[config.mk]
export PLATFORM = sky130hd
export DESIGN_NAME = accel_sample_readout_regs
export DESIGN_NICKNAME = d
export VERILOG_FILES = /design/src/verilog/accel_sample_readout_regs.v
export VERILOG_INCLUDE_DIRS = /design/src /design/src/verilog
export SDC_FILE = /design/constraint.sdc
export NUM_CORES = 1
export LEC_CHECK = 0
export ABC_AREA = 0
export BUFFER_PORTS_ARGS = -buffer_cell sky130_fd_sc_hd__clkbuf_2
export CAP_MARGIN = 10
export CORE_MARGIN = 5
export CORE_UTILIZATION = 53
export CTS_CLUSTER_SIZE = 24
export DETAILED_ROUTE_END_ITERATION = 16
export PLACE_DENSITY = 0.89
export SLEW_MARGIN = 20
export SYNTH_ARGS = -nofsm -noshare
export SYNTH_HDL_FRONTEND = slang
export SYNTH_HIERARCHICAL = 1
export SYNTH_SLANG_ARGS = --single-unit
[constraint.sdc]
create_clock -name clk_sys_i -period 2.45 [get_ports clk_sys_i]
set_clock_uncertainty 0.05 [all_clocks]
set_input_delay 0.245 -clock clk_sys_i [delete_from_list [all_inputs] [get_ports clk_sys_i]]
set_output_delay 0.245 -clock clk_sys_i [all_outputs]
set_load 0.005 [all_outputs]
[src/verilog/accel_readout_defines.vh]
// register indices, field positions and reset values of the acceleration readout bank
`ifndef ACCEL_READOUT_DEFINES_VH
`define ACCEL_READOUT_DEFINES_VH

// register indices; byte address is four times the index
`define IDX_X_LOW 6'h02
`define IDX_X_HIGH 6'h03
`define IDX_Y_LOW 6'h04
`define IDX_Y_HIGH 6'h05
`define IDX_Z_LOW 6'h06
`define IDX_Z_HIGH 6'h07
`define IDX_CTRL 6'h10
`define IDX_IRQ_STATUS 6'h11
`define IDX_IRQ_CLEAR 6'h12
`define IDX_IRQ_ENABLE 6'h13

// index field of the byte address
`define ADDR_IDX_MSB 7
`define ADDR_IDX_LSB 2

// sample layout
`define SAMPLE_W 12
`define SAMPLE_HIGH_MSB 11
`define SAMPLE_HIGH_LSB 4
`define SAMPLE_LOW_MSB 3
`define SAMPLE_LOW_LSB 0
`define LOW_FRESH_BIT 0
`define NUM_AXES 3

// control register fields
`define CTRL_LOCK_OFF_BIT 0

// reset values
`define RST_LOCK_OFF 1'b0
`define RST_SAMPLE 12'h000
`define RST_HIGH 8'h00
`define RST_IRQ 3'h0
`define RST_RDATA 32'h0000_0000

`endif

[src/verilog/accel_sample_readout_regs.v]
// acceleration sample readout registers with low/high shadow lock behind an apb slave
//
// Our own choice: register access over APB.
`timescale 1ns/1ps
`include "accel_readout_defines.vh"

// Contract
// - low read freezes high until high read
// - upward burst reads lock automatically
// - high register returns sample bits 11:4
// - low register bits 7:4 hold sample 3:0
// - low bits 3:1 undefined, host ignores
// - fresh bit 1 after update since readout
// - fresh bit 0 after readout, no update
// - x low same layout as others
// - z high bits 11:4, same lock
module accel_sample_readout_regs (
	input wire clk_sys_i,
	input wire sys_rst_i,
	input wire psel_i,
	input wire penable_i,
	input wire pwrite_i,
	input wire [7:0] paddr_i,
	input wire [31:0] pwdata_i,
	input wire [3:0] pstrb_i,
	output wire pready_o,
	output reg [31:0] prdata_o,
	output reg pslverr_o,
	input wire [11:0] sample_x_i,
	input wire [11:0] sample_y_i,
	input wire [11:0] sample_z_i,
	input wire [2:0] sample_valid_i,
	output wire irq_o
);

	////////////////////////////////////////////////////////////////////////////////
	// bus decode

	wire [5:0] idx;
	wire setup_phase;
	wire access_rd;
	wire access_wr;

	assign idx = paddr_i[`ADDR_IDX_MSB:`ADDR_IDX_LSB];
	// zero wait states: every access completes in its first access cycle
	assign pready_o = 1'b1;
	assign setup_phase = psel_i & ~penable_i;
	assign access_rd = psel_i & penable_i & ~pwrite_i;
	assign access_wr = psel_i & penable_i & pwrite_i;

	////////////////////////////////////////////////////////////////////////////////
	// control and interrupt registers

	reg lock_off_q;
	reg [2:0] irq_status_q;
	reg [2:0] irq_enable_q;
	reg [2:0] irq_status_d;
	wire wr_ctrl;
	wire wr_clear;
	wire wr_enable;

	assign wr_ctrl = access_wr & (idx == `IDX_CTRL) & pstrb_i[0];
	assign wr_clear = access_wr & (idx == `IDX_IRQ_CLEAR) & pstrb_i[0];
	assign wr_enable = access_wr & (idx == `IDX_IRQ_ENABLE) & pstrb_i[0];

	// new sample events are sticky; a set in the clear cycle survives
	always @* begin
		irq_status_d = irq_status_q;
		if (wr_clear) begin
			irq_status_d = irq_status_d & ~pwdata_i[2:0];
		end
		irq_status_d = irq_status_d | sample_valid_i;
	end

	always @(posedge clk_sys_i or posedge sys_rst_i) begin
		if (sys_rst_i) begin
			lock_off_q <= `RST_LOCK_OFF;
			irq_status_q <= `RST_IRQ;
			irq_enable_q <= `RST_IRQ;
		end else begin
			irq_status_q <= irq_status_d;
			if (wr_ctrl) begin
				lock_off_q <= pwdata_i[`CTRL_LOCK_OFF_BIT];
			end
			if (wr_enable) begin
				irq_enable_q <= pwdata_i[2:0];
			end
		end
	end

	// level interrupt while any enabled event is pending
	assign irq_o = |(irq_status_q & irq_enable_q);

	////////////////////////////////////////////////////////////////////////////////
	// per-axis decode and axis slots

	wire x_low_setup;
	wire x_low_read;
	wire x_high_read;
	wire y_low_setup;
	wire y_low_read;
	wire y_high_read;
	wire z_low_setup;
	wire z_low_read;
	wire z_high_read;
	wire [7:0] x_low_byte;
	wire [7:0] x_high_byte;
	wire [7:0] y_low_byte;
	wire [7:0] y_high_byte;
	wire [7:0] z_low_byte;
	wire [7:0] z_high_byte;

	// frozen copy is taken at setup, in the cycle the low byte is sampled
	assign x_low_setup = setup_phase & ~pwrite_i & (idx == `IDX_X_LOW);
	assign y_low_setup = setup_phase & ~pwrite_i & (idx == `IDX_Y_LOW);
	assign z_low_setup = setup_phase & ~pwrite_i & (idx == `IDX_Z_LOW);

	// an upward burst hits each low index before its high one
	assign x_low_read = access_rd & (idx == `IDX_X_LOW);
	assign y_low_read = access_rd & (idx == `IDX_Y_LOW);
	assign z_low_read = access_rd & (idx == `IDX_Z_LOW);

	// any read access of a high index releases that axis
	assign x_high_read = access_rd & (idx == `IDX_X_HIGH);
	assign y_high_read = access_rd & (idx == `IDX_Y_HIGH);
	assign z_high_read = access_rd & (idx == `IDX_Z_HIGH);

	// x axis slot
	accel_axis_slot u_x_slot (
		.clk_sys_i(clk_sys_i),
		.sys_rst_i(sys_rst_i),
		.load_i(sample_valid_i[0]),
		.sample_i(sample_x_i),
		.low_setup_i(x_low_setup),
		.low_read_i(x_low_read),
		.high_read_i(x_high_read),
		.lock_off_i(lock_off_q),
		.low_byte_o(x_low_byte),
		.high_byte_o(x_high_byte)
	);

	// y axis slot
	accel_axis_slot u_y_slot (
		.clk_sys_i(clk_sys_i),
		.sys_rst_i(sys_rst_i),
		.load_i(sample_valid_i[1]),
		.sample_i(sample_y_i),
		.low_setup_i(y_low_setup),
		.low_read_i(y_low_read),
		.high_read_i(y_high_read),
		.lock_off_i(lock_off_q),
		.low_byte_o(y_low_byte),
		.high_byte_o(y_high_byte)
	);

	// z axis slot
	accel_axis_slot u_z_slot (
		.clk_sys_i(clk_sys_i),
		.sys_rst_i(sys_rst_i),
		.load_i(sample_valid_i[2]),
		.sample_i(sample_z_i),
		.low_setup_i(z_low_setup),
		.low_read_i(z_low_read),
		.high_read_i(z_high_read),
		.lock_off_i(lock_off_q),
		.low_byte_o(z_low_byte),
		.high_byte_o(z_high_byte)
	);

	////////////////////////////////////////////////////////////////////////////////
	// read mux and error decode

	reg [7:0] rd_mux;
	reg rd_hit;
	reg wr_hit;

	// address decode; undefined indices and writes to read-only words are errors
	always @* begin
		rd_mux = 8'h00;
		rd_hit = 1'b1;
		wr_hit = 1'b0;
		if (idx == `IDX_X_LOW) begin
			rd_mux = x_low_byte;
		end else if (idx == `IDX_X_HIGH) begin
			rd_mux = x_high_byte;
		end else if (idx == `IDX_Y_LOW) begin
			rd_mux = y_low_byte;
		end else if (idx == `IDX_Y_HIGH) begin
			rd_mux = y_high_byte;
		end else if (idx == `IDX_Z_LOW) begin
			rd_mux = z_low_byte;
		end else if (idx == `IDX_Z_HIGH) begin
			rd_mux = z_high_byte;
		end else if (idx == `IDX_CTRL) begin
			rd_mux = {7'h00, lock_off_q};
			wr_hit = 1'b1;
		end else if (idx == `IDX_IRQ_STATUS) begin
			rd_mux = {5'h00, irq_status_q};
		end else if (idx == `IDX_IRQ_CLEAR) begin
			rd_mux = 8'h00;
			wr_hit = 1'b1;
		end else if (idx == `IDX_IRQ_ENABLE) begin
			rd_mux = {5'h00, irq_enable_q};
			wr_hit = 1'b1;
		end else begin
			rd_hit = 1'b0;
		end
	end

	// read data and error captured in setup so both come from flops in access
	always @(posedge clk_sys_i or posedge sys_rst_i) begin
		if (sys_rst_i) begin
			prdata_o <= `RST_RDATA;
			pslverr_o <= 1'b0;
		end else if (setup_phase) begin
			prdata_o <= pwrite_i ? `RST_RDATA : {24'h000000, rd_mux};
			pslverr_o <= pwrite_i ? ~wr_hit : ~rd_hit;
		end else if (~psel_i) begin
			pslverr_o <= 1'b0;
		end
	end

endmodule

////////////////////////////////////////////////////////////////////////////////
// one axis: live sample, frozen high byte, shadow lock and fresh flag

module accel_axis_slot (
	input wire clk_sys_i,
	input wire sys_rst_i,
	input wire load_i,
	input wire [11:0] sample_i,
	input wire low_setup_i,
	input wire low_read_i,
	input wire high_read_i,
	input wire lock_off_i,
	output wire [7:0] low_byte_o,
	output wire [7:0] high_byte_o
);

	////////////////////////////////////////////////////////////////////////////////
	// state

	reg [11:0] live_q;
	reg [7:0] frozen_q;
	reg lock_q;
	reg fresh_q;
	reg fresh_d;
	reg lock_d;

	////////////////////////////////////////////////////////////////////////////////
	// next-state logic

	// fresh flag: readout clears, update sets; update wins so a sample landing
	// in the readout cycle is never reported as old
	always @* begin
		fresh_d = fresh_q;
		if (low_read_i) begin
			fresh_d = 1'b0;
		end
		if (load_i) begin
			fresh_d = 1'b1;
		end
	end

	// lock: taken on a low read, dropped by any high read; a second low read
	// before the high one re-arms it with a newer frozen copy
	always @* begin
		lock_d = lock_q;
		if (high_read_i) begin
			lock_d = 1'b0;
		end
		if (low_read_i & ~lock_off_i) begin
			lock_d = 1'b1;
		end
	end

	////////////////////////////////////////////////////////////////////////////////
	// registers

	always @(posedge clk_sys_i or posedge sys_rst_i) begin
		if (sys_rst_i) begin
			live_q <= `RST_SAMPLE;
			frozen_q <= `RST_HIGH;
			lock_q <= 1'b0;
			fresh_q <= 1'b0;
		end else begin
			lock_q <= lock_d;
			fresh_q <= fresh_d;
			if (load_i) begin
				live_q <= sample_i;
			end
			// copy at setup, the cycle in which the low byte itself is sampled
			if (low_setup_i & ~lock_off_i) begin
				frozen_q <= live_q[`SAMPLE_HIGH_MSB:`SAMPLE_HIGH_LSB];
			end
		end
	end

	////////////////////////////////////////////////////////////////////////////////
	// read views

	// low byte: sample 3:0 on top; the undefined bits read as zero
	assign low_byte_o = {live_q[`SAMPLE_LOW_MSB:`SAMPLE_LOW_LSB], 3'h0, fresh_q};
	// high byte: frozen copy while locked, else the newest sample; setting
	// lock-off shows the live value at once, even with a lock pending
	assign high_byte_o = (lock_q & ~lock_off_i) ? frozen_q :
		live_q[`SAMPLE_HIGH_MSB:`SAMPLE_HIGH_LSB];

endmodule

==> flow_metrics.env, run 1 <==
export IMPL_fp_row_count=34
export IMPL_status="finished with violations"
export IMPL_layout_common_cells="82 x dfrtp_1, 67 x mux2_2, 63 x clkbuf_2"
export IMPL_htreeDepth=3
export IMPL_ios=123
export IMPL_final_area_mm2=0.00492
export IMPL_die_w_um=103
export IMPL_synth_edff_count=0
export IMPL_layout_drive_gt1_share_pct=42.1
export IMPL_syn_area_per_cell_um2=11.7
export IMPL_cts_sinks=82
export IMPL_synthDistinctLibCells=47
export IMPL_coreArea_mm2=0.00859
export IMPL_async_flop_share_pct=100
export IMPL_nets=527
export IMPL_swShare_pct=25.1
export IMPL_avgViaCountPerCell=5.41
export IMPL_num_vias=2985
export IMPL_post_cts_resized=0
export IMPL_peakVddDrop_v=0.000293
export IMPL_timing_final_crit_share_pct=86.7
export IMPL_max_cap_viol_count=0
export IMPL_synth_xor_area_share_pct=0
export IMPL_io_buffers=63
export IMPL_initial_core_util_pct=53.4
export IMPL_wl_um=9230
export IMPL_cts_tree="built"
export IMPL_cp_max_fo=8
export IMPL_wl_per_cell_um=16.7
export IMPL_p_int_uw=2150
export IMPL_cp_data_required_time_ns=2.64
export IMPL_grt_pass1_vias=2977
export IMPL_placedInstanceArea_mm2=0.00472
export IMPL_setup_viol=0
export IMPL_slowest_stage="dfrtp_1"
export IMPL_crit_chain="nand2b_4 -> mux2_4 -> mux2_2 -> a22o_1 -> a22oi_1 -> and3_1 -> o31ai_2"
export IMPL_synthFlopType="dfrtp_1"
export IMPL_hold_viol=5
export IMPL_clkPwrFrac_pct=33.6
export IMPL_finalSetupTns_ns=0
export IMPL_clkLatencyLatePin_ns=0.36
export IMPL_synthSimpleGateAreaFrac_pct=9.54
export IMPL_worstSetupEndpointType="flip-flop"
export IMPL_stdcell_count=552
export IMPL_final_antenna_net_count=0
export IMPL_synth_compound_gate_area_share_pct=8.48
export IMPL_tightest_slew_ns=0.827
export IMPL_track_usage_pct=18.2
export IMPL_hold_ws_ns=-0.00170
export IMPL_grt_ovfl_total=0
export IMPL_min_path_type="input pin to async pin"
export IMPL_dieHeight_um=103
export IMPL_power_density_mw_per_mm2=584
export IMPL_cts_max_path_buffers=2
export IMPL_dr_pass1_iters=4
export IMPL_layout_commonest_cell="dfrtp_1"
export IMPL_switching_power_uw=721
export IMPL_dr_first_iter_drc_count=224
export IMPL_utilization_pct=57.2
export IMPL_dieArea_mm2=0.0106
export IMPL_diodes=0
export IMPL_seq_power_share_pct=52.5
export IMPL_violations="negative hold slack"
export IMPL_pwr_share_comb_pct=13.9
export IMPL_yosys_area_share_adder_pct=0
export IMPL_post_place_cells=536
export IMPL_slew_limit_headroom_pct=44.8
export IMPL_arrival_ns=2.31
export IMPL_critical_path_max_stage_delay_ns=0.47
export IMPL_totalPowerFinal_uw=2870
export IMPL_cts_buffers=9
export IMPL_synth_top_family_by_area="multiplexers"
export IMPL_period_needed_ns=2.12
export IMPL_syn_inst=392
export IMPL_synth_area_mux_share_pct=25.2
export IMPL_antenna_found_initial=0
export IMPL_dp_hpwl_um=7170
export IMPL_critical_path_startpoint_type="flip-flop"
export IMPL_p_leak_uw=0.00230
export IMPL_finalWeightedCongestion=0.895
export IMPL_synth_seq_cells=82
export IMPL_synth_seq_area_share_pct=44.7
export IMPL_finalMaxSlewViolations=0
export IMPL_syn2layout_area_growth_pct=7.12
export IMPL_synth_warnings=6
export IMPL_grt_max_degree=23
export IMPL_rsz0062_at_grt="false"
export IMPL_netlist_area_mm2=0.00459
export IMPL_fmax_mhz=471
export IMPL_clk_pin_slew_ns=0.08
export IMPL_cts_root_buffer="clkbuf_8"
export IMPL_drc=0
export IMPL_cts_hold_buf=0
export IMPL_post_cts_setup_buffers=0
export IMPL_grt_pass1_wl_um=14700
export IMPL_crit_type="flip-flop to flip-flop"
-- power by group through the flow --
stage / sequential [uW] / clock [uW] / combinational, uW
floorplan: 1510 / 0 / 364
global placement: 1530 / 0 / 384
detailed placement: 1540 / 0 / 398
CTS: 1510 / 989 / 401
global route: 1520 / 1050 / 437
finish: 1510 / 965 / 400
-- routing by layer --
layer / part of all wire (%) / global-route usage [%] / vias to the layer above
met5: 0 / 0 / -
met4: 1.7 / 6.77 / 0
met3: 8.8 / 4.74 / 12
met2: 48 / 29.3 / 138
met1: 42 / 23.8 / 1448
li1: - / - / 1387
-- state kept, by name, indices dropped and copies added (netlist names) --
signal / count
u_x_slot/live_q: 12
u_z_slot/frozen_q: 8
u_z_slot/lock_q: 1
irq_enable_q: 3
u_y_slot/frozen_q: 8
pslverr_o: 1
prdata_o: 8
lock_off_q: 1
u_y_slot/live_q: 12
u_z_slot/live_q: 12
u_x_slot/fresh_q: 1
u_x_slot/frozen_q: 8
u_y_slot/lock_q: 1
u_y_slot/fresh_q: 1
u_z_slot/fresh_q: 1
u_x_slot/lock_q: 1
irq_status_q: 3
-- area by class of cell --
type | count | area (um2)
clock buffer | 11 | 141
timing repair buffer | 71 | 375
inverter | 13 | 48.8
tap | 108 | 135
sequential | 82 | 2050
fill | 706 | 3680
clock inverter | 5 | 53.8
multi-input combinational | 262 | 2110
-- cells by family (layout without fill, tap and decap cells) --
group | count (synthesis) | count (layout)
DFF | 82 | 82
other | 5 | 34
and+or+nand+nor | 71 | 71
buffers and inverters | 77 | 100
muxes | 95 | 95
AOI/OAI and AO/OA | 62 | 62
-- worst paths after layout --
| kind | startpoint | to | slack [ns] | cells past startpoint |
|---|---|---|---|---|
| min reg2reg | u_x_slot/fresh_q$_DFFE_PP0P_ | u_x_slot/fresh_q$_DFFE_PP0P_ | 0.44 | 1 |
| max in group asynchronous | sys_rst_i | u_y_slot/live_q[4]$_DFFE_PP0P_ | 1.77 | 2 |
| max reg2reg | lock_off_q$_DFFE_PP0P_ | prdata_o[6]$_DFFE_PP0P_ | 0.33 | 7 |
| max | lock_off_q$_DFFE_PP0P_ | prdata_o[6]$_DFFE_PP0P_ | 0.33 | 7 |
| min | sys_rst_i | prdata_o[1]$_DFFE_PP0P_ | -0.002 | 2 |
| min in group clk_sys_i | sample_x_i[1] | u_x_slot/live_q[1]$_DFFE_PP0P_ | 0.07 | 2 |
-- synthesized netlist by cell type, types with 2 or more instances --
cell	number	area share [%]
inv_1	13	1.1
a21oi_1	12	1.3
dfrtp_1	82	45
nor3_1	5	0.55
nand3b_1	3	0.49
buf_4	53	8.7
o41ai_1	2	0.38
conb_1	5	0.41
a31oi_1	5	0.68
a21o_1	6	0.98
buf_6	6	1.5
buf_2	3	0.33
nand3_1	5	0.55
nor2b_1	9	1.2
o22ai_1	4	0.55
o211ai_1	3	0.49
nand2_1	15	1.2
nand2b_4	3	0.90
a221oi_1	2	0.38
a211oi_1	2	0.33
mux2_2	67	16
mux2i_1	4	0.87
mux2_4	24	7.9
o21ai_1	6	0.65
nand2b_1	4	0.55
o21ai_0	14	1.5
nor2_1	15	1.2
-- worst max-delay path: cells and delay by family, from the launching register on --
family          cells  cell delay, ns
flops               1            0.47
mux                 2            0.58
compound gates      3            0.43
simple gates        2            0.48
-- per-stage QoR --
step           hold slack [ns]  setup WS (ns)
5_1_grt                 0.0418          0.281
4_1_cts                0.00590          0.380
3_5_place_dp             0.390          0.391
3_3_place_gp             0.358          0.384
6_report              -0.00170          0.327
2_1_floorplan            0.109          0.447
Note: power is estimated with default switching activity, not from simulation.
==> inputs of run 2 (changes only) <==
Settings changed: CORE_UTILIZATION 53 to 52, PLACE_DENSITY 0.89 to 0.9, SYNTH_HIERARCHICAL 1 to unset.
==> flow_metrics.env, run 2 <==
export IMPL_cp_max_fo=8
export IMPL_tightest_slew_ns=0.697
export IMPL_slew_limit_headroom_pct=53.5
export IMPL_synth_area_top_cells="dfrtp_1 50%, mux2_2 20%, buf_4 4.6%"
export IMPL_initial_core_util_pct=53.2
export IMPL_num_vias=2800
export IMPL_rr_startpoint="lock_off_q$_DFFE_PP0P_"
export IMPL_dieArea_mm2=0.00973
export IMPL_setup_viol=0
export IMPL_layout_drive_gt1_share_pct=43.0
export IMPL_top_regs="u_x_slot.live_q: 12 flops, u_y_slot.live_q: 12 flops, u_z_slot.live_q: 12 flops"
export IMPL_synth_top_family_by_area="multiplexers"
export IMPL_cts_max_path_buffers=2
export IMPL_post_cts_setup_buffers=0
export IMPL_finalWeightedCongestion=0.888
export IMPL_antenna_found_initial=0
export IMPL_fillers=589
export IMPL_nets=486
export IMPL_final_area_mm2=0.00467
export IMPL_cp_num_cells=4
export IMPL_cts_sinks=82
export IMPL_wl_um=8730
export IMPL_grt_pass1_wl_um=14400
export IMPL_cts_hold_buf=1
export IMPL_clk_pin_slew_ns=0.08
export IMPL_hp_start="sample_y_i[3]"
export IMPL_finalMaxSlewViolations=0
export IMPL_diodes=0
export IMPL_syn2layout_area_growth_pct=14.3
export IMPL_track_usage_pct=18.7
export IMPL_syn_inst=330
export IMPL_synthFlopType="dfrtp_1"
export IMPL_critical_path_max_stage_delay_ns=0.45
export IMPL_timing_final_crit_share_pct=86.0
export IMPL_use_met3_pct=4.88
export IMPL_synth_xor_area_share_pct=0
export IMPL_fmax_mhz=474
export IMPL_top_usage_layer="met2"
export IMPL_grt_pass1_vias=2937
export IMPL_fp_row_count=32
export IMPL_reg2reg_slack_ns=0.34
export IMPL_dieHeight_um=98.7
export IMPL_cts_root_buffer="clkbuf_8"
export IMPL_peakVddDrop_v=0.000342
export IMPL_avgViaCountPerCell=5.56
export IMPL_finalSetupTns_ns=0
export IMPL_synth_compound_gate_area_share_pct=6.86
export IMPL_cts_tree="built"
export IMPL_hold_viol=0
export IMPL_clkLatencyLatePin_ns=0.35
export IMPL_dr_pass1_iters=5
export IMPL_synth_seq_cells=82
export IMPL_worstSetupEndpointType="flip-flop"
export IMPL_use_met2_pct=30.6
export IMPL_synth_commonest_cells="82 x dfrtp_1, 71 x mux2_2, 30 x nand2_1"
export IMPL_totalPowerFinal_uw=3000
export IMPL_synth_top_area_share_pct=50.2
export IMPL_critical_path_startpoint_type="flip-flop"
export IMPL_period_needed_ns=2.11
export IMPL_rsz0062_at_grt="false"
export IMPL_synth_area_mux_share_pct=27.2
export IMPL_dr_first_iter_drc_count=257
export IMPL_syn_area_per_cell_um2=12.4
export IMPL_ios=123
export IMPL_cts_buffers=9
export IMPL_slowest_stage="dfrtp_1"
export IMPL_p_leak_uw=0.00223
export IMPL_drc=0
export IMPL_grt_ovfl_total=0
export IMPL_max_cap_viol_count=0
export IMPL_async_flop_share_pct=100
export IMPL_synth_warnings=0
export IMPL_synth_edff_count=0
export IMPL_synth_largest_area_cell="dfrtp_1"
export IMPL_netlist_area_mm2=0.00409
export IMPL_post_cts_resized=0
export IMPL_synth_seq_area_share_pct=50.2
export IMPL_min_path_type="input pin to flip-flop"
export IMPL_coreArea_mm2=0.00769
export IMPL_path_buf_inv=1
export IMPL_hold_depth=2
export IMPL_grtUsageMet1_pct=23.6
export IMPL_arrival_ns=2.29
export IMPL_io_buffers=63
export IMPL_status="complete, no violations"
export IMPL_crit_type="flip-flop to flip-flop"
export IMPL_synthSimpleGateAreaFrac_pct=8.57
export IMPL_synthDistinctLibCells=43
export IMPL_cp_data_required_time_ns=2.63
export IMPL_cpLargestDelayFamily="simple AND/OR/NAND/NOR gates"
export IMPL_grt_max_degree=45
export IMPL_worst_r2r_cell_count=4
export IMPL_holdPathEnd="u_y_slot.live_q[3]$_DFFE_PP0P_"
export IMPL_worstReg2RegEnd="u_z_slot.frozen_q[5]$_DFFE_PP0P_"
export IMPL_yosys_area_share_adder_pct=0
export IMPL_crit_chain="buf_4 -> nor3_1 -> nand3_1 -> mux2_1"
export IMPL_hold_ws_ns=0.0641
export IMPL_placedInstanceArea_mm2=0.00444
export IMPL_yosysMostFrequentCell="dfrtp_1"
export IMPL_power_density_mw_per_mm2=641
export IMPL_layout_common_cells="82 x dfrtp_1, 71 x mux2_2, 63 x clkbuf_2"
export IMPL_dp_hpwl_um=6600
export IMPL_layout_commonest_cell="dfrtp_1"
export IMPL_die_w_um=98.7
export IMPL_htreeDepth=3
export IMPL_final_antenna_net_count=0
export IMPL_wl_per_cell_um=17.3
[run 2: cell types whose count changed in the layout (fill, tap and decap cells not counted), moves of 6 or more]
cell,change
a21oi_1,-7
conb_1,-9
inv_1,-10
mux2_4,-20
mux2i_1,+10
nand2_1,+15
nor2_1,-6
nor2b_1,-7
o21ai_0,-8
o21ai_1,-6
[run 2: worst register-to-register path: cells and delay by family, from the launching register on]
family        cells  cell delay [ns]
buf+inv           1             0.19
flops             1             0.45
mux               1             0.43
simple gates      2             0.87
[run 2: layout make-up]
type / instances / area [um2] / share of cell area [%]
Sequential cell: 82 / 2050 / 43.9
Clock buffer: 11 / 151 / 3.24
Tap cell: 102 / 128 / 2.73
Clock inverter: 4 / 75.1 / 1.61
Multi-Input combinational cell: 227 / 1840 / 39.3
Inverter: 4 / 16.3 / 0.348
Timing Repair Buffer: 74 / 413 / 8.84
[run 2: power by group]
group	switching, uW	leakage [uW]	internal, uW	total, uW
Clock	469	0.000108	624	1090
Combinational	187	0.00110	209	396
Sequential	63.4	0.00102	1440	1510
[run 2: logic make-up after synthesis]
| logic type | after synthesis |
|---|---|
| muxes | 95 |
| buffers and inverters | 44 |
| DFF | 82 |
| AOI/OAI and AO/OA | 39 |
| other | 2 |
| and+or+nand+nor | 68 |
[run 2: layer usage]
layer | up-vias | part of all wire [%]
li1 | 1268 | -
met1 | 1366 | 41
met2 | 136 | 49
met3 | 30 | 6.4
met4 | 0 | 3.4
met5 | - | 0
[run 2: worst max path at each step]
stage / endpoint / from / slack (ns)
global route: u_z_slot.frozen_q[5]$_DFFE_PP0P_ / lock_off_q$_DFFE_PP0P_ / 0.26
CTS: prdata_o[6]$_DFFE_PP0P_ / lock_off_q$_DFFE_PP0P_ / 0.37
detailed placement: prdata_o[6]$_DFFE_PP0P_ / lock_off_q$_DFFE_PP0P_ / 0.37
floorplan: irq_enable_q[0]$_DFFE_PP0P_ / sys_rst_i / 0.05
finish: u_z_slot.frozen_q[5]$_DFFE_PP0P_ / lock_off_q$_DFFE_PP0P_ / 0.34
global placement: u_z_slot.frozen_q[5]$_DFFE_PP0P_ / lock_off_q$_DFFE_PP0P_ / 0.39
[run 2: stage by stage]
step                      setup WS, ns  utilization [%]  std cells
after floorplan                 0.0466                -        353
after global placement           0.390             57.7        488
after detailed placement         0.375             57.7        488
after CTS                        0.369             60.8        504
after global routing             0.255             60.8        504
final                            0.342             60.8        504
